--- src/design/wcs_pkg.sv ---
// Notes on behaviour
// actuator home output follows the upper limit switch input.
// post-pulse delay output high only in the sequencer's afterburst delay state.
// post-pulse active output high only in the sequencer's afterburst state.
// hold state output high only in the sequencer's hold state.
// hold finished output set once hold ends, cleared at next cycle start.
// stack relay select drives one-hot stacks 1-4 or a 4-bit binary code.
// amplitude indicator low for amplitude one, high for amplitude two.
// preset change confirm goes active once a preset is recalled.
// user defined alarm output follows the custom alarm condition.
// cycle pass cleared at cycle start, set at cycle end if no alarm; here only alarms enabled by the mask count.
// cycle start echo high while start active and through weld and hold.
// any alarm output asserts for alarms enabled by a software mask.
// low and high energy alarm outputs follow energy limit violations.
// short and long weld time alarm outputs follow time limit violations.
// low and high peak power alarm outputs follow power limit violations.
// overload alarm output asserts while overload alarm is detected.
// ready high only when idle with no reset-required alarm pending.
// seek or scan output high while seek or horn scan runs.
// sonics active output high while ultrasonic energy is delivered.
// start release output high only when start may be withdrawn.
// a trigger gives one half-second beeper pulse.
// an alarm gives three half-second beeps with half-second gaps; here only alarms enabled by the mask start them.
// cycle complete output high whenever no weld cycle is in process.
// actuator side reports home position on the upper limit switch input.
// beeper timed by a system clock counter; every output registered.
package wcs_pkg;
	localparam int unsigned CLK_HZ = 50000000;
	localparam int unsigned BEEP_MS = 500;
	localparam int unsigned BEEP_CYCLES = CLK_HZ / 1000 * BEEP_MS;
	localparam int unsigned ALARM_BEEPS = 3;
	localparam int unsigned ALARM_W = 9;
	// alarm vector bit positions
	localparam int unsigned AL_LOW_ENERGY = 0;
	localparam int unsigned AL_HIGH_ENERGY = 1;
	localparam int unsigned AL_SHORT_TIME = 2;
	localparam int unsigned AL_LONG_TIME = 3;
	localparam int unsigned AL_LOW_PEAK = 4;
	localparam int unsigned AL_HIGH_PEAK = 5;
	localparam int unsigned AL_OVERLOAD = 6;
	localparam int unsigned AL_USER = 7;
	localparam int unsigned AL_OTHER = 8;
	localparam logic [ALARM_W-1:0] ALARM_MASK_RST = 9'h1FF;
	// register map, byte addresses
	localparam logic [3:0] REG_CTRL = 4'h0;
	localparam logic [3:0] REG_MASK = 4'h4;
	localparam logic [3:0] REG_STAT = 4'h8;
	localparam int unsigned CTRL_BINARY = 0;
	localparam logic [1:0] RESP_OKAY = 2'h0;
	localparam logic [1:0] RESP_SLVERR = 2'h2;
	typedef enum logic [2:0] {
		SEQ_IDLE, SEQ_WELD, SEQ_HOLD, SEQ_AB_DELAY, SEQ_AB, SEQ_OTHER
	} wcs_seq_t;
	typedef enum {BP_IDLE, BP_ON, BP_OFF} wcs_beep_t;
endpackage

--- src/design/wcs_status_outputs.sv ---
// Chosen here: register access over AXI4-Lite and the register offsets.
`timescale 1ns/1ns
module wcs_status_outputs #(
	parameter int unsigned BEEP_CYCLES = wcs_pkg::BEEP_CYCLES
) (
	// clock and reset
	input wire logic clk_sys,
	input wire logic arst_n,
	// sequencer and process state
	input wire wcs_pkg::wcs_seq_t seq_state,
	input wire logic upper_limit_switch,
	input wire logic start_active,
	input wire logic start_releasable,
	input wire logic cycle_start,
	input wire logic cycle_end,
	input wire logic amp_two_active,
	input wire logic preset_recalled,
	input wire logic [3:0] stack_select,
	input wire logic testing,
	input wire logic scanning,
	input wire logic seeking,
	input wire logic sonics_on,
	input wire logic reset_alarm_pending,
	input wire logic [wcs_pkg::ALARM_W-1:0] alarm_cond,
	input wire logic beep_trigger,
	// status outputs
	output logic actuator_at_home_out,
	output logic post_pulse_delay_out,
	output logic post_pulse_active_out,
	output logic hold_finished_out,
	output logic hold_state_out,
	output logic [3:0] stack_relay_select,
	output logic amplitude_step_indicator,
	output logic preset_change_confirm,
	output logic user_defined_alarm_out,
	output logic cycle_pass_out,
	output logic cycle_start_echo,
	output logic any_alarm_out,
	output logic low_energy_alarm_out,
	output logic high_energy_alarm_out,
	output logic short_time_alarm_out,
	output logic long_time_alarm_out,
	output logic low_peak_alarm_out,
	output logic high_peak_alarm_out,
	output logic overload_alarm_out,
	output logic system_ready_out,
	output logic seek_or_scan_out,
	output logic sonics_active_out,
	output logic start_release_out,
	output logic beeper_drive_out,
	output logic cycle_complete_out,
	// axi4-lite slave
	input wire logic [3:0] s_axi_awaddr,
	input wire logic s_axi_awvalid,
	output logic s_axi_awready,
	input wire logic [31:0] s_axi_wdata,
	input wire logic [3:0] s_axi_wstrb,
	input wire logic s_axi_wvalid,
	output logic s_axi_wready,
	output logic [1:0] s_axi_bresp,
	output logic s_axi_bvalid,
	input wire logic s_axi_bready,
	input wire logic [3:0] s_axi_araddr,
	input wire logic s_axi_arvalid,
	output logic s_axi_arready,
	output logic [31:0] s_axi_rdata,
	output logic [1:0] s_axi_rresp,
	output logic s_axi_rvalid,
	input wire logic s_axi_rready
);
	localparam int unsigned AW = wcs_pkg::ALARM_W;

	// the beep counter is 32 bits wide and must count at least one cycle
	if (BEEP_CYCLES < 1 || BEEP_CYCLES > 32'h7FFFFFFF) begin : g_bad_beep
		$error("BEEP_CYCLES out of range");
	end

	typedef struct packed {
		logic [25:0] outs;
		logic [3:0] relay;
		logic in_cycle;
		logic cycle_alarm;
		logic hold_seen;
		logic confirm;
		logic pass;
		logic echo;
		logic [AW-1:0] alarm_prev;
		wcs_pkg::wcs_beep_t beep;
		logic [31:0] beep_cnt;
		logic [1:0] beeps_left;
		logic binary_mode;
		logic [AW-1:0] mask;
		logic aw_got;
		logic w_got;
		logic [3:0] awaddr;
		logic [31:0] wdata;
		logic [3:0] wstrb;
		logic bvalid;
		logic [1:0] bresp;
		logic rvalid;
		logic [31:0] rdata;
		logic [1:0] rresp;
	} wcs_state_t;

	wcs_state_t st_ff;
	wcs_state_t nxt_st;

	function automatic logic [3:0] relay_code(input logic [3:0] sel, input logic binary);
		logic [3:0] r;
		r = 4'h0;
		if (binary) begin
			r = sel;
		end else if (sel < 4'h4) begin
			r = 4'(4'h1 << sel[1:0]);
		end
		return r;
	endfunction

	// registers answer only on their own aligned byte address
	function automatic logic reg_mapped(input logic [3:0] addr);
		return addr == wcs_pkg::REG_CTRL || addr == wcs_pkg::REG_MASK
			|| addr == wcs_pkg::REG_STAT;
	endfunction

	logic [AW-1:0] alarm_rise;
	logic any_alarm;
	logic do_write;
	logic [31:0] wr_merged;
	logic [31:0] rd_word;

	assign alarm_rise = alarm_cond & ~st_ff.alarm_prev;
	assign any_alarm = |(alarm_cond & st_ff.mask);
	assign do_write = st_ff.aw_got && st_ff.w_got && !st_ff.bvalid;

	always_comb begin
		wr_merged = 32'h0;
		for (int i = 0; i < 4; i++) begin
			wr_merged[i*8 +: 8] = st_ff.wstrb[i] ? st_ff.wdata[i*8 +: 8] : 8'h0;
		end
	end

	always_comb begin
		rd_word = 32'h0;
		case (s_axi_araddr)
			wcs_pkg::REG_CTRL: rd_word[wcs_pkg::CTRL_BINARY] = st_ff.binary_mode;
			wcs_pkg::REG_MASK: rd_word[AW-1:0] = st_ff.mask;
			wcs_pkg::REG_STAT: rd_word[AW-1:0] = alarm_cond;
			default: rd_word = 32'h0;
		endcase
	end

	always_comb begin
		nxt_st = st_ff;
		nxt_st.alarm_prev = alarm_cond;

		// cycle tracking
		if (cycle_start) begin
			nxt_st.in_cycle = 1'b1;
			nxt_st.cycle_alarm = 1'b0;
			nxt_st.hold_seen = 1'b0;
			nxt_st.pass = 1'b0;
			nxt_st.confirm = 1'b0;
		end else begin
			if (any_alarm) begin
				nxt_st.cycle_alarm = 1'b1;
			end
			if (st_ff.in_cycle && seq_state != wcs_pkg::SEQ_HOLD
					&& st_ff.outs[4]) begin
				nxt_st.hold_seen = 1'b1;
			end
			if (cycle_end && st_ff.in_cycle) begin
				nxt_st.in_cycle = 1'b0;
			end
		end
		// a cycle that ends as the next one starts still reports its verdict
		if (cycle_end && st_ff.in_cycle) begin
			nxt_st.pass = !(st_ff.cycle_alarm || any_alarm);
		end
		if (preset_recalled) begin
			nxt_st.confirm = 1'b1;
		end
		nxt_st.echo = start_active || seq_state == wcs_pkg::SEQ_WELD
			|| seq_state == wcs_pkg::SEQ_HOLD;

		// beeper pattern, alarm request overrides a single beep
		if (alarm_rise != '0 && (alarm_rise & st_ff.mask) != '0) begin
			nxt_st.beep = wcs_pkg::BP_ON;
			nxt_st.beep_cnt = 32'(BEEP_CYCLES - 1);
			nxt_st.beeps_left = 2'(wcs_pkg::ALARM_BEEPS - 1);
		end else if (beep_trigger && st_ff.beep == wcs_pkg::BP_IDLE) begin
			nxt_st.beep = wcs_pkg::BP_ON;
			nxt_st.beep_cnt = 32'(BEEP_CYCLES - 1);
			nxt_st.beeps_left = 2'h0;
		end else begin
			case (st_ff.beep)
				wcs_pkg::BP_IDLE: nxt_st.beep = wcs_pkg::BP_IDLE;
				wcs_pkg::BP_ON: begin
					if (st_ff.beep_cnt != 32'h0) begin
						nxt_st.beep_cnt = st_ff.beep_cnt - 32'h1;
					end else if (st_ff.beeps_left != 2'h0) begin
						nxt_st.beep = wcs_pkg::BP_OFF;
						nxt_st.beep_cnt = 32'(BEEP_CYCLES - 1);
					end else begin
						nxt_st.beep = wcs_pkg::BP_IDLE;
					end
				end
				wcs_pkg::BP_OFF: begin
					if (st_ff.beep_cnt != 32'h0) begin
						nxt_st.beep_cnt = st_ff.beep_cnt - 32'h1;
					end else begin
						nxt_st.beep = wcs_pkg::BP_ON;
						nxt_st.beep_cnt = 32'(BEEP_CYCLES - 1);
						nxt_st.beeps_left = st_ff.beeps_left - 2'h1;
					end
				end
				default: nxt_st.beep = wcs_pkg::BP_IDLE;
			endcase
		end

		// registered outputs
		nxt_st.outs[0] = upper_limit_switch;
		nxt_st.outs[1] = seq_state == wcs_pkg::SEQ_AB_DELAY;
		nxt_st.outs[2] = seq_state == wcs_pkg::SEQ_AB;
		nxt_st.outs[4] = seq_state == wcs_pkg::SEQ_HOLD;
		nxt_st.outs[3] = nxt_st.hold_seen;
		nxt_st.outs[5] = amp_two_active;
		nxt_st.outs[6] = nxt_st.confirm;
		nxt_st.outs[7] = alarm_cond[wcs_pkg::AL_USER];
		nxt_st.outs[8] = nxt_st.pass;
		nxt_st.outs[9] = nxt_st.echo;
		nxt_st.outs[10] = any_alarm;
		nxt_st.outs[11] = alarm_cond[wcs_pkg::AL_LOW_ENERGY];
		nxt_st.outs[12] = alarm_cond[wcs_pkg::AL_HIGH_ENERGY];
		nxt_st.outs[13] = alarm_cond[wcs_pkg::AL_SHORT_TIME];
		nxt_st.outs[14] = alarm_cond[wcs_pkg::AL_LONG_TIME];
		nxt_st.outs[15] = alarm_cond[wcs_pkg::AL_LOW_PEAK];
		nxt_st.outs[16] = alarm_cond[wcs_pkg::AL_HIGH_PEAK];
		nxt_st.outs[17] = alarm_cond[wcs_pkg::AL_OVERLOAD];
		nxt_st.outs[18] = !nxt_st.in_cycle && !testing && !scanning
			&& !reset_alarm_pending && seq_state == wcs_pkg::SEQ_IDLE;
		nxt_st.outs[19] = seeking || scanning;
		nxt_st.outs[20] = sonics_on;
		nxt_st.outs[21] = start_active && start_releasable;
		nxt_st.outs[22] = nxt_st.beep == wcs_pkg::BP_ON;
		nxt_st.outs[23] = !nxt_st.in_cycle;
		nxt_st.outs[25:24] = 2'h0;
		nxt_st.relay = relay_code(stack_select, st_ff.binary_mode);

		// axi4-lite slave
		if (s_axi_awvalid && !st_ff.aw_got) begin
			nxt_st.aw_got = 1'b1;
			nxt_st.awaddr = s_axi_awaddr;
		end
		if (s_axi_wvalid && !st_ff.w_got) begin
			nxt_st.w_got = 1'b1;
			nxt_st.wdata = s_axi_wdata;
			nxt_st.wstrb = s_axi_wstrb;
		end
		if (do_write) begin
			nxt_st.bvalid = 1'b1;
			nxt_st.bresp = wcs_pkg::RESP_OKAY;
			case (st_ff.awaddr)
				wcs_pkg::REG_CTRL: begin
					if (st_ff.wstrb[0]) begin
						nxt_st.binary_mode = wr_merged[wcs_pkg::CTRL_BINARY];
					end
				end
				wcs_pkg::REG_MASK: begin
					// byte 0 holds mask bits 7:0, byte 1 holds bit 8
					nxt_st.mask = (st_ff.mask & ~{st_ff.wstrb[1], {8{st_ff.wstrb[0]}}})
						| wr_merged[AW-1:0];
				end
				default: nxt_st.bresp = reg_mapped(st_ff.awaddr)
					? wcs_pkg::RESP_OKAY : wcs_pkg::RESP_SLVERR;
			endcase
		end
		if (st_ff.bvalid && s_axi_bready) begin
			nxt_st.bvalid = 1'b0;
			nxt_st.aw_got = 1'b0;
			nxt_st.w_got = 1'b0;
		end
		if (s_axi_arvalid && !st_ff.rvalid) begin
			nxt_st.rvalid = 1'b1;
			nxt_st.rdata = rd_word;
			nxt_st.rresp = reg_mapped(s_axi_araddr)
				? wcs_pkg::RESP_OKAY : wcs_pkg::RESP_SLVERR;
		end else if (st_ff.rvalid && s_axi_rready) begin
			nxt_st.rvalid = 1'b0;
		end
	end

	always_ff @(posedge clk_sys or negedge arst_n) begin
		if (!arst_n) begin
			st_ff <= '{mask: wcs_pkg::ALARM_MASK_RST, beep: wcs_pkg::BP_IDLE,
				outs: 26'h0800000, default: '0};
		end else begin
			st_ff <= nxt_st;
		end
	end

	assign actuator_at_home_out = st_ff.outs[0];
	assign post_pulse_delay_out = st_ff.outs[1];
	assign post_pulse_active_out = st_ff.outs[2];
	assign hold_finished_out = st_ff.outs[3];
	assign hold_state_out = st_ff.outs[4];
	assign amplitude_step_indicator = st_ff.outs[5];
	assign preset_change_confirm = st_ff.outs[6];
	assign user_defined_alarm_out = st_ff.outs[7];
	assign cycle_pass_out = st_ff.outs[8];
	assign cycle_start_echo = st_ff.outs[9];
	assign any_alarm_out = st_ff.outs[10];
	assign low_energy_alarm_out = st_ff.outs[11];
	assign high_energy_alarm_out = st_ff.outs[12];
	assign short_time_alarm_out = st_ff.outs[13];
	assign long_time_alarm_out = st_ff.outs[14];
	assign low_peak_alarm_out = st_ff.outs[15];
	assign high_peak_alarm_out = st_ff.outs[16];
	assign overload_alarm_out = st_ff.outs[17];
	assign system_ready_out = st_ff.outs[18];
	assign seek_or_scan_out = st_ff.outs[19];
	assign sonics_active_out = st_ff.outs[20];
	assign start_release_out = st_ff.outs[21];
	assign beeper_drive_out = st_ff.outs[22];
	assign cycle_complete_out = st_ff.outs[23];
	assign stack_relay_select = st_ff.relay;
	assign s_axi_awready = !st_ff.aw_got;
	assign s_axi_wready = !st_ff.w_got;
	assign s_axi_bvalid = st_ff.bvalid;
	assign s_axi_bresp = st_ff.bresp;
	assign s_axi_arready = !st_ff.rvalid;
	assign s_axi_rvalid = st_ff.rvalid;
	assign s_axi_rdata = st_ff.rdata;
	assign s_axi_rresp = st_ff.rresp;
endmodule

--- config.mk ---
export PLATFORM = sky130hd
export DESIGN_NAME = wcs_status_outputs
export DESIGN_NICKNAME = d
export VERILOG_FILES = /design/src/design/wcs_pkg.sv /design/src/design/wcs_status_outputs.sv
export SDC_FILE = /design/constraint.sdc
export NUM_CORES = 1
export LEC_CHECK = 0
export CAP_MARGIN = 20
export CELL_PAD_IN_SITES_DETAIL_PLACEMENT = 0
export CELL_PAD_IN_SITES_GLOBAL_PLACEMENT = 1
export CORE_ASPECT_RATIO = 0.75
export CORE_UTILIZATION = 49
export DETAILED_ROUTE_END_ITERATION = 16
export DONT_BUFFER_PORTS = 1
export GPL_TIMING_DRIVEN = 0
export HOLD_SLACK_MARGIN = 0.12
export PLACE_DENSITY = 0.83
export SLEW_MARGIN = 20
export SYNTH_ARGS = -nofsm -noshare
export SYNTH_HDL_FRONTEND = slang
export SYNTH_SLANG_ARGS = --single-unit
--- constraint.sdc ---
create_clock -name clk_sys -period 3.9 [get_ports clk_sys]
set_input_delay 0.78 -clock clk_sys [delete_from_list [all_inputs] [get_ports clk_sys]]
set_output_delay 0.78 -clock clk_sys [all_outputs]
set_load 0.005 [all_outputs]
Yosys cells after proc, flatten, opt, wreduce, memory -nomap -nowiden
Index checks and enable logic that the tools add are counted.
{ "totals": {"ff_bits": 150, "latchBits": 0, "mem_bits_rw": 0, "rom_bits": 0, "inputBits": 80, "word_cells": 138, "mem_count": 0} }
{ "classes": {"n_addsub": 2, "multipliers": 0, "div_mod_pow": 0, "magnitude_cmp": 1, "eq_ne": 14, "n_shift": 1, "mux": 35, "bitwise_logic": 7, "n_reduce_logical": 55} }
{ "ops": {"columns": ["cell", "count"], "rows": [
  ["32-bit two-way mux", 5],
  ["66-bit two-way mux", 2],
  ["32-bit one-hot mux with 2 select lines", 2],
  ["32-bit by 2-bit == test with 1-bit output, second input constant", 2],
  ["9-bit AND", 4],
  ["32-bit by 1-bit == test with 1-bit output, second input constant", 1],
  ["32-bit zero test", 1],
  ["32-bit nonzero test", 1],
  ["32-bit by 1-bit subtractor with 32-bit output, second input constant", 1],
  ["9-bit NOT", 2],
  ["9-bit nonzero test", 2],
  ["1-bit logical AND", 17],
  ["2-bit two-way mux", 8],
  ["8-bit one-hot mux with 2 select lines", 1],
  ["2-bit nonzero test", 6],
  ["1-bit two-way mux", 11],
  ["1-bit zero test", 9],
  ["9-bit bitwise OR", 1],
  ["9-bit OR reduction", 1],
  ["4-bit by 3-bit == test with 1-bit output, second input constant", 2],
  ["4-bit == test, second input constant", 2],
  ["4-bit zero test", 2],
  ["1-bit logical OR", 8],
  ["4-bit two-way mux", 2],
  ["18 further kinds", 22]
]} }

Logic depth before layout (Yosys ltp)
Gate-level depths: netlist (run 1).
{ "depth": {"depth_word": 10, "depth_mapped": 10, "mapped_depth_nobuf": 8} }

Worst setup path before layout (run 1)
No wires, ideal clock.
{ "synth_timing": {"kind": "register to register", "startpoint": "reg st_ff[116] (netlist name)", "endpoint": "reg st_ff[97] (netlist name)", "arrival_ns": 2.743, "path_slack_ns": 1.036, "stages_incl_launch_ff": 10, "path_cell_list": "dfrtp_1 -> or4_1 -> buf_2 -> or3_4 -> or4_4 -> a211oi_2 -> buf_4 -> buf_6 -> a21oi_1 -> o22a_1"} }
{ "synth_via": {"elab_chain_len": 5, "word_cells_on_any_way": 8, "cone_classes": "1 x eq/ne; 5 x mux; 2 x reduce/logical"} }
{ "synth_lines": {"columns": ["item", "line", "source"], "rows": [
  ["from (decl)", "wcs_status_outputs.sv:105", "wcs_state_t st_ff;"],
  ["from (signal assigned)", "wcs_status_outputs.sv:294", "st_ff <= '{mask: wcs_pkg::ALARM_MASK_RST, beep: wcs_pkg::BP_IDLE,"],
  ["from (signal assigned)", "wcs_status_outputs.sv:297", "st_ff <= nxt_st;"],
  ["32-bit nonzero test *", "wcs_status_outputs.sv:198, wcs_status_outputs.sv:208", null],
  ["32-bit two-way mux (on tied branches)", "wcs_status_outputs.sv:208, wcs_status_outputs.sv:198", null],
  ["32-bit one-hot mux with 2 select lines", "wcs_status_outputs.sv:195", "case (st_ff.beep)"],
  ["66-bit two-way mux", "wcs_status_outputs.sv:190", "end else if (beep_trigger && st_ff.beep == wcs_pkg::BP_IDLE) begin"],
  ["66-bit two-way mux", "wcs_status_outputs.sv:186", "if (alarm_rise != '0 && (alarm_rise & st_ff.mask) != '0) begin"]
]} }
Mark *: on every way between the ends. The rest lies on a longest branch, timed or not.
A chain may end at the register's enable or synchronous reset.

Worst setup path in the final report (run 1)
{ "layout_timing": {"startpoint": "reg st_ff[102] (netlist name)", "endpoint": "reg st_ff[120] (netlist name)"} }
{ "layout_via": {"elab_chain_len": 5, "word_cells_on_any_way": 9, "cone_classes": "1 x add/sub; 1 x eq/ne; 5 x mux; 2 x reduce/logical"} }
{ "layout_lines": {"columns": ["item", "line"], "rows": [
  ["32-bit by 1-bit subtractor with 32-bit output or 32-bit nonzero test (tied branches)", null],
  ["32-bit two-way mux (on tied branches)", "wcs_status_outputs.sv:208, wcs_status_outputs.sv:198"],
  ["32-bit one-hot mux with 2 select lines", "wcs_status_outputs.sv:195"],
  ["66-bit two-way mux", "wcs_status_outputs.sv:190"],
  ["66-bit two-way mux", "wcs_status_outputs.sv:186"]
]} }
Several ways; a longest one is shown, not always the timed one.

==> run summary, run 1 <==
Actual slew at the worst max-slew pin: 0.906 ns
Post-detailed-route via-to-cell ratio: 5.30
Initial core utilization: 0.507
Largest vdd supply drop: 0.346 mV
Area Overhead vs Synth: 18.0%
Clock buffers created by TritonCTS: 17
Number of instances in the synthesized netlist: 515
Net switching power of the design: 1.30 mW
Number of filler instances in the final layout: 984
Number of synthesis warnings: 0
Met2 track utilization from global routing: 0.314
Depth of the most critical reg-to-reg path: 7
Clock net sink count: 137
Cell area after layout: 0.00697 mm²
Gp weighted congestion: 0.825
Largest clock skew in the final design: 0.00769 ns
CP Cell Sequence: nor4_1 -> nand3_1 -> or4_1 -> nor4b_2 -> nand2b_1 -> buf_2 -> a21oi_1
Placed Area: 0.00633 mm²
Longest Clk Path Bufs: 2
Largest area contributor in the netlist: dfrtp_1
Width of the die: 129 µm
Required time of the critical path: 4.19 ns
Starting DRC count in detailed routing: 206
Post-Route WL: 12,000 µm
DRC errors left: 0
Crit start category: register
Maximum number of pins on one net before global-route repair: 128
Cell-internal power: 3.01 mW
Total global routing overflow: 0
Grt met1 use: 0.288
Overall via count from detail_route: 4,051
Fin util: 0.598
Fraction of power consumed by the clock network: 0.382
Post-detail-place hpwl: 8310 µm
I/O Pins: 149
Global Route Usage Sum: 0.213
Flop pwr share: 0.425
Worst slew margin: 0.391
Antenna violations before repair: 2
Synth area leaders: dfrtp_1 (54%), buf_4 (5.5%), mux2_2 (5.1%)
Mean Syn Cell Area: 11.5 µm²
Part of the cycle the worst path needs: 0.888
Antenna violation net count after detailed routing: 0
Grt peak-use layer: met2
Combined area of all synthesized cells: 0.00591 mm²
Dominant synthesized flop cell: dfrtp_1
Critical Path Stages: 7
CTS Root Buffer Type: clkbuf_16
H-tree Lvls: 4
Standard cell with the maximum stage delay on the critical path: nor4b_2
Post-route minimum period: 3.46 ns
Final setup TNS: 0 ns
RSZ-0062 raised after global routing: no
Biggest cell delay along the critical path: 0.65 ns
Via count of the first global-routing pass: 4,037
Final layout net count: 672
Maximum clock frequency: 289 MHz
Clk slew on worst S/H paths: 0.06 ns
WP data arrival: 3.76 ns
CP Max Fanout: 10
Global-route met3 utilization: 0.0754
Most frequent standard cell in the layout excluding fill and tap cells: dfrtp_1
Cell family with the largest share of critical-path delay: simple AND/OR/NAND/NOR gates
WL per Instance: 15.7 µm
Portion of synthesized cell area occupied by the leading cell type: 0.538
Number of synthesized register bits: 137
Number of slew-limit violations in the final report: 0
Power Density: 617 mW/mm²
Worst min path class: primary input to async pin
CP bufs+invs: 1
Distinct cells, synth: 60
Vertical die dimension: 97.1 µm
Setup violation total in the final timing report: 0
TritonCTS clock tree: built
Die area: 0.0125 mm²
Most frequent cells in the layout: dfrtp_1 (127), conb_1 (55), buf_4 (43), nand2_1 (35), mux2_2 (27)
Fraction of the yosys area taken by sequential cells: 0.582
Insertion delay of the later-clocked pin in the worst-skew pair: 0.42 ns
Final Hold Violating Endpoints: 0
Count of maximum capacitance violations: 0
Wire length of the first global-routing pass: 20,000 µm
Pleak: 2.95 nW
Status: finished, final reports clean
Kind of end point of the critical path: register
Port Buffers: 0
Async set-reset flop share out of synthesis: 1.00
First-pass iteration count of the detailed router: 4
Portion of total power attributed to combinational logic: 0.193
Worst Setup Path Type: register to register
Count of standard-cell rows: 34
Core area: 0.0117 mm²
Switch share: 0.301
EDFF count, synth: 0
Diodes inserted: 0
Proportion of layout cells with a drive suffix above 1: 0.226
-- sequential cells by signal (all words and copies together) (netlist names), named ones only --
signal	count
st_ff	95
s_axi_rdata	9
stack_relay_select	4
actuator_at_home_out	1
amplitude_step_indicator	1
any_alarm_out	1
beeper_drive_out	1
cycle_complete_out	1
cycle_pass_out	1
cycle_start_echo	1
hold_finished_out	1
hold_state_out	1
post_pulse_active_out	1
post_pulse_delay_out	1
preset_change_confirm	1
s_axi_bresp	1
s_axi_bvalid	1
s_axi_rresp	1
s_axi_rvalid	1
seek_or_scan_out	1
sonics_active_out	1
start_release_out	1
system_ready_out	1
-- area by class of cell --
class | count | area, µm² | area share
well taps | 162 | 203 | 0.0291
multi-input cells | 363 | 2230 | 0.321
inverters | 14 | 52.6 | 0.00754
clock buffers | 18 | 439 | 0.0630
repair buffers | 2 | 32.5 | 0.00467
clock inverters | 14 | 171 | 0.0246
plain buffers | 55 | 397 | 0.0569
flip-flops and latches | 137 | 3440 | 0.494
-- Yosys cell counts, drive strengths merged (2+ instances only) --
| cell type | count |
|---|---|
| nor2b | 4 |
| or4 | 18 |
| nand2 | 35 |
| nor4 | 13 |
| o21ai | 27 |
| nand3b | 9 |
| buf | 49 |
| or3 | 11 |
| xnor2 | 2 |
| mux2i | 2 |
| nor3 | 22 |
| nand3 | 15 |
| nor4b | 4 |
| ha | 2 |
| o22ai | 2 |
| o31ai | 14 |
| a211oi | 2 |
| a21oi | 20 |
| clkbuf | 6 |
| dfrtp | 127 |
| nand4 | 5 |
| nor3b | 3 |
| o41ai | 3 |
| o21bai | 2 |
| and2 | 2 |
| mux2 | 27 |
| nor2 | 24 |
| dfstp | 10 |
| a22oi | 12 |
| inv | 14 |
| nand2b | 6 |
| or2 | 6 |
-- stage by stage --
stage / setup WS, ns / instances / power, mW / hold WS [ns]
6_report: 0.435 / 765 / 4.30 / 0.203
3_5_place_dp: 0.202 / 732 / 2.66 / 0.447
4_1_cts: 0.172 / 765 / 4.35 / 0.185
5_1_grt: 0.0900 / 765 / 4.53 / 0.173
2_1_floorplan: 1.04 / 569 / 2.42 / 0.417
3_3_place_gp: 0.266 / 731 / 2.62 / 0.452
-- power groups by stage --
stage | sequential [mW] | clock [mW] | combinational [mW]
global placement | 1.84 | 0 | 0.778
floorplan | 1.80 | 0 | 0.623
finish | 1.83 | 1.64 | 0.831
CTS | 1.83 | 1.68 | 0.836
global route | 1.86 | 1.76 | 0.918
detailed placement | 1.85 | 0 | 0.803
-- what timing repair did --
item                                    CTS  global route
hold buffers                              1             0
setup buffers                             0             0
endpoints found under the setup margin    0            11
gates resized for setup                   0             1
endpoints found under the hold margin   127             0
-- worst register-to-register path, stage by stage (launching register included) --
cell and delay, ns:
dfrtp_1 0.44, nor4_1 0.53, nand3_1 0.41, or4_1 0.63
nor4b_2 0.65, nand2b_1 0.31, buf_2 0.29, a21oi_1 0.08
-- per-layer routing --
metal	share of wire	vias to the layer above	wire length, µm
met5	0.00083	-	10
met4	0.012	2	145
met3	0.075	19	898
met2	0.46	114	5550
met1	0.45	1972	5440
li1	-	1944	-
-- worst paths after layout --
path	startpoint	endpoint	slack, ns
setup / recovery	st_ff[102]	st_ff[120]	0.44
hold / removal	arst_n	cycle_complete_out	0.20
max in group asynchronous	arst_n	st_ff[112]	3.07
min in group clk_sys	amp_two_active	amplitude_step_indicator	0.39
hold reg to reg	st_ff[170]	cycle_complete_out	0.45
setup reg to reg	st_ff[102]	st_ff[120]	0.44
-- cell families (layout without fill, tap and decap cells) --
family | after synthesis | after routing | share of synthesized area
XOR/XNOR | 2 | 2 | 0.00296
adder cells (fa/ha/maj) | 2 | 2 | 0.00423
AND/OR/NAND/NOR | 181 | 181 | 0.174
flip-flops | 137 | 137 | 0.582
other | 1 | 55 | 0.000635
multiplexers | 29 | 29 | 0.0548
AO/OA/AOI/OAI | 94 | 94 | 0.105
buffers and inverters | 69 | 103 | 0.0760
Power figures use the tool's default switching activity.
==> inputs of run 2 (changes only) <==
--- a/config.mk
+++ b/config.mk
@@ -9,6 +9,7 @@
 export CELL_PAD_IN_SITES_DETAIL_PLACEMENT = 0
 export CELL_PAD_IN_SITES_GLOBAL_PLACEMENT = 1
 export CORE_ASPECT_RATIO = 0.75
+export CORE_MARGIN = 2
 export CORE_UTILIZATION = 49
 export DETAILED_ROUTE_END_ITERATION = 16
 export DONT_BUFFER_PORTS = 1
==> run summary, run 2 (synthesis gave the netlist of run 1 again) <==
Status: finished, final reports clean
Count of maximum capacitance violations: 0 (unchanged)
FF/Latch Area: 0.00344 mm² (unchanged)
Required time of the critical path: 4.19 ns (about the same)
Pleak: 2.95 nW (about the same)
Worst Setup Path Type: register to register
Most frequent cells in the layout: dfrtp_1 (127), conb_1 (55), buf_4 (43), nand2_1 (35), mux2_2 (27)
DRC errors left: 0 (unchanged)
H-tree Lvls: 4 (unchanged)
Setup violation total in the final timing report: 0 (unchanged)
Wire length of the first global-routing pass: 20,600 µm (+2.6%)
Final Hold Violating Endpoints: 0 (unchanged)
Worst slew margin: 0.344 (-0.0467)
Number of slew-limit violations in the final report: 0 (unchanged)
Core area: 0.0117 mm² (+0.36%)
Port Buffers: 0 (unchanged)
Power Density: 613 mW/mm² (-0.67%)
Post-detail-place hpwl: 8600 µm (+3.5%)
Post-detailed-route via-to-cell ratio: 5.35 (+0.94%)
Fin util: 0.597 (-0.00121)
Overall via count from detail_route: 4,089 (+0.94%)
Via count of the first global-routing pass: 4,030 (-0.17%)
Maximum clock frequency: 282 MHz (-2.3%)
Clock net sink count: 137 (unchanged)
Multi-input gate area: 0.00223 mm² (unchanged)
CP Max Fanout: 10 (unchanged)
Post-Route WL: 12,500 µm (+3.8%)
Number of placed cells counting well taps: 732 (unchanged)
Diodes inserted: 0 (unchanged)
Post-route minimum period: 3.54 ns (+0.0800 ns)
Starting DRC count in detailed routing: 241 (+17%)
Proportion of layout cells with a drive suffix above 1: 0.226 (unchanged)
Cell family with the largest share of critical-path delay: simple AND/OR/NAND/NOR gates
Biggest cell delay along the critical path: 0.68 ns (+0.03 ns)
Kind of end point of the critical path: register
Post-layout total power: 4.28 mW (-0.51%)
Area Overhead vs Synth: 18.1%
Largest clock skew in the final design: 0.0160 ns (+0.00832 ns)
Global Route Usage Sum: 0.208 (-0.00465)
RSZ-0062 raised after global routing: no
Most frequent standard cell in the layout excluding fill and tap cells: dfrtp_1
WL per Instance: 16.4 µm (+3.8%)
Placed Area: 0.00633 mm² (unchanged)
Clk slew on worst S/H paths: 0.07 ns (about the same)
Count of standard-cell rows: 34 (unchanged)
Standard cell with the maximum stage delay on the critical path: nor4b_2
Insertion delay of the later-clocked pin in the worst-skew pair: 0.42 ns (about the same)
Antenna violations before repair: 1 (-1)
First-pass iteration count of the detailed router: 4 (unchanged)
Gp weighted congestion: 0.827 (+0.34%)
Initial core utilization: 0.505 (-0.00184)
CTS Root Buffer Type: clkbuf_16
Largest vdd supply drop: 0.397 mV (+15%)
TritonCTS clock tree: built
Clock buffers created by TritonCTS: 17 (unchanged)
Number of filler instances in the final layout: 982 (-0.20%)
Crit start category: register
Non-filler cells, final: 765 (unchanged)
I/O Pins: 149 (unchanged)
Register containing the most flip-flops in the final layout: st_ff
Cell area after layout: 0.00698 mm² (+0.16%)
CP bufs+invs: 1 (unchanged)
Total global routing overflow: 0 (unchanged)
Vertical die dimension: 99.1 µm (+2.1%)
Final layout net count: 672 (unchanged)
Longest Clk Path Bufs: 2 (unchanged)
Antenna violation net count after detailed routing: 0 (unchanged)
Max reg flops: 95 (unchanged)
Final setup TNS: 0 ns (unchanged)
Worst min path class: primary input to async pin
Actual slew at the worst max-slew pin: 0.975 ns (+0.0695 ns)
Part of the cycle the worst path needs: 0.909 (+0.0205)
CP Cell Sequence: nor4_1 -> nand3_1 -> or4_1 -> nor4b_2 -> nand2b_1 -> buf_2 -> a21oi_1
Width of the die: 131 µm (+1.6%)
Die area: 0.0130 mm² (+3.6%)
Maximum number of pins on one net before global-route repair: 128 (unchanged)
WP data arrival: 3.84 ns (+0.08 ns)
run 2: changes by cell type in the layout (fill, tap and decap cells not counted), sizes merged:
cell      before  now
clkinvlp       1    0
clkbuf        24   23
inv           23   22
clkinv         2    7
bufinv         2    0
run 2: routing by layer:
layer	track usage	up-vias	share of wire
li1	-	1939	-
met1	0.294	1992	0.46
met2	0.302	137	0.46
met3	0.0592	19	0.065
met4	0.0908	2	0.015
met5	0	-	0.00096
run 2: per-stage QoR:
step | hold slack, ns | setup slack (ns)
after detailed placement | 0.448 | 0.167
final | 0.195 | 0.355
after CTS | 0.179 | 0.131
after global routing | 0.164 | 0.162
after floorplan | 0.417 | 1.04
after global placement | 0.444 | 0.227
run 2: power breakdown:
group          internal [mW]  switching (mW)
combinational          0.355           0.475
clock                  0.879           0.746
sequential              1.67           0.162
total                   2.90            1.38
run 2: cell type report:
class / instances / share of cell area
inverter: 14 / 0.00753
multi-input combinational: 363 / 0.320
buffer: 55 / 0.0568
clock inverter: 15 / 0.0281
tap: 162 / 0.0290
sequential: 137 / 0.493
clock buffer: 17 / 0.0609
timing repair buffer: 2 / 0.00466
run 2: worst register-to-register path, stage by stage (launching register included):
cell and delay (ns):
dfrtp_1 0.43, nor4_1 0.61, nand3_1 0.43, or4_1 0.63, nor4b_2 0.68, nand2b_1 0.29, buf_2 0.28, a21oi_1 0.07
run 2: path summary, 6_finish.rpt:
| kind | from | to | slack (ns) | depth (start not counted) |
|---|---|---|---|---|
| min in group clk_sys | amp_two_active | amplitude_step_indicator | 0.38 | 0 |
| max in group asynchronous | arst_n | st_ff[114] | 3.06 | 1 |
| max | st_ff[103] | st_ff[121] | 0.36 | 7 |
| min reg2reg | st_ff[170] | cycle_complete_out | 0.47 | 1 |
| max reg2reg | st_ff[103] | st_ff[121] | 0.36 | 7 |
| min | arst_n | async pin | 0.19 | 0 |
run 2: timing repair:
item	CTS	global route
buffers inserted	0	0
setup endpoints to repair	0	20
gates resized for setup	0	1
endpoints found under the hold margin	127	0
hold buffers	1	0
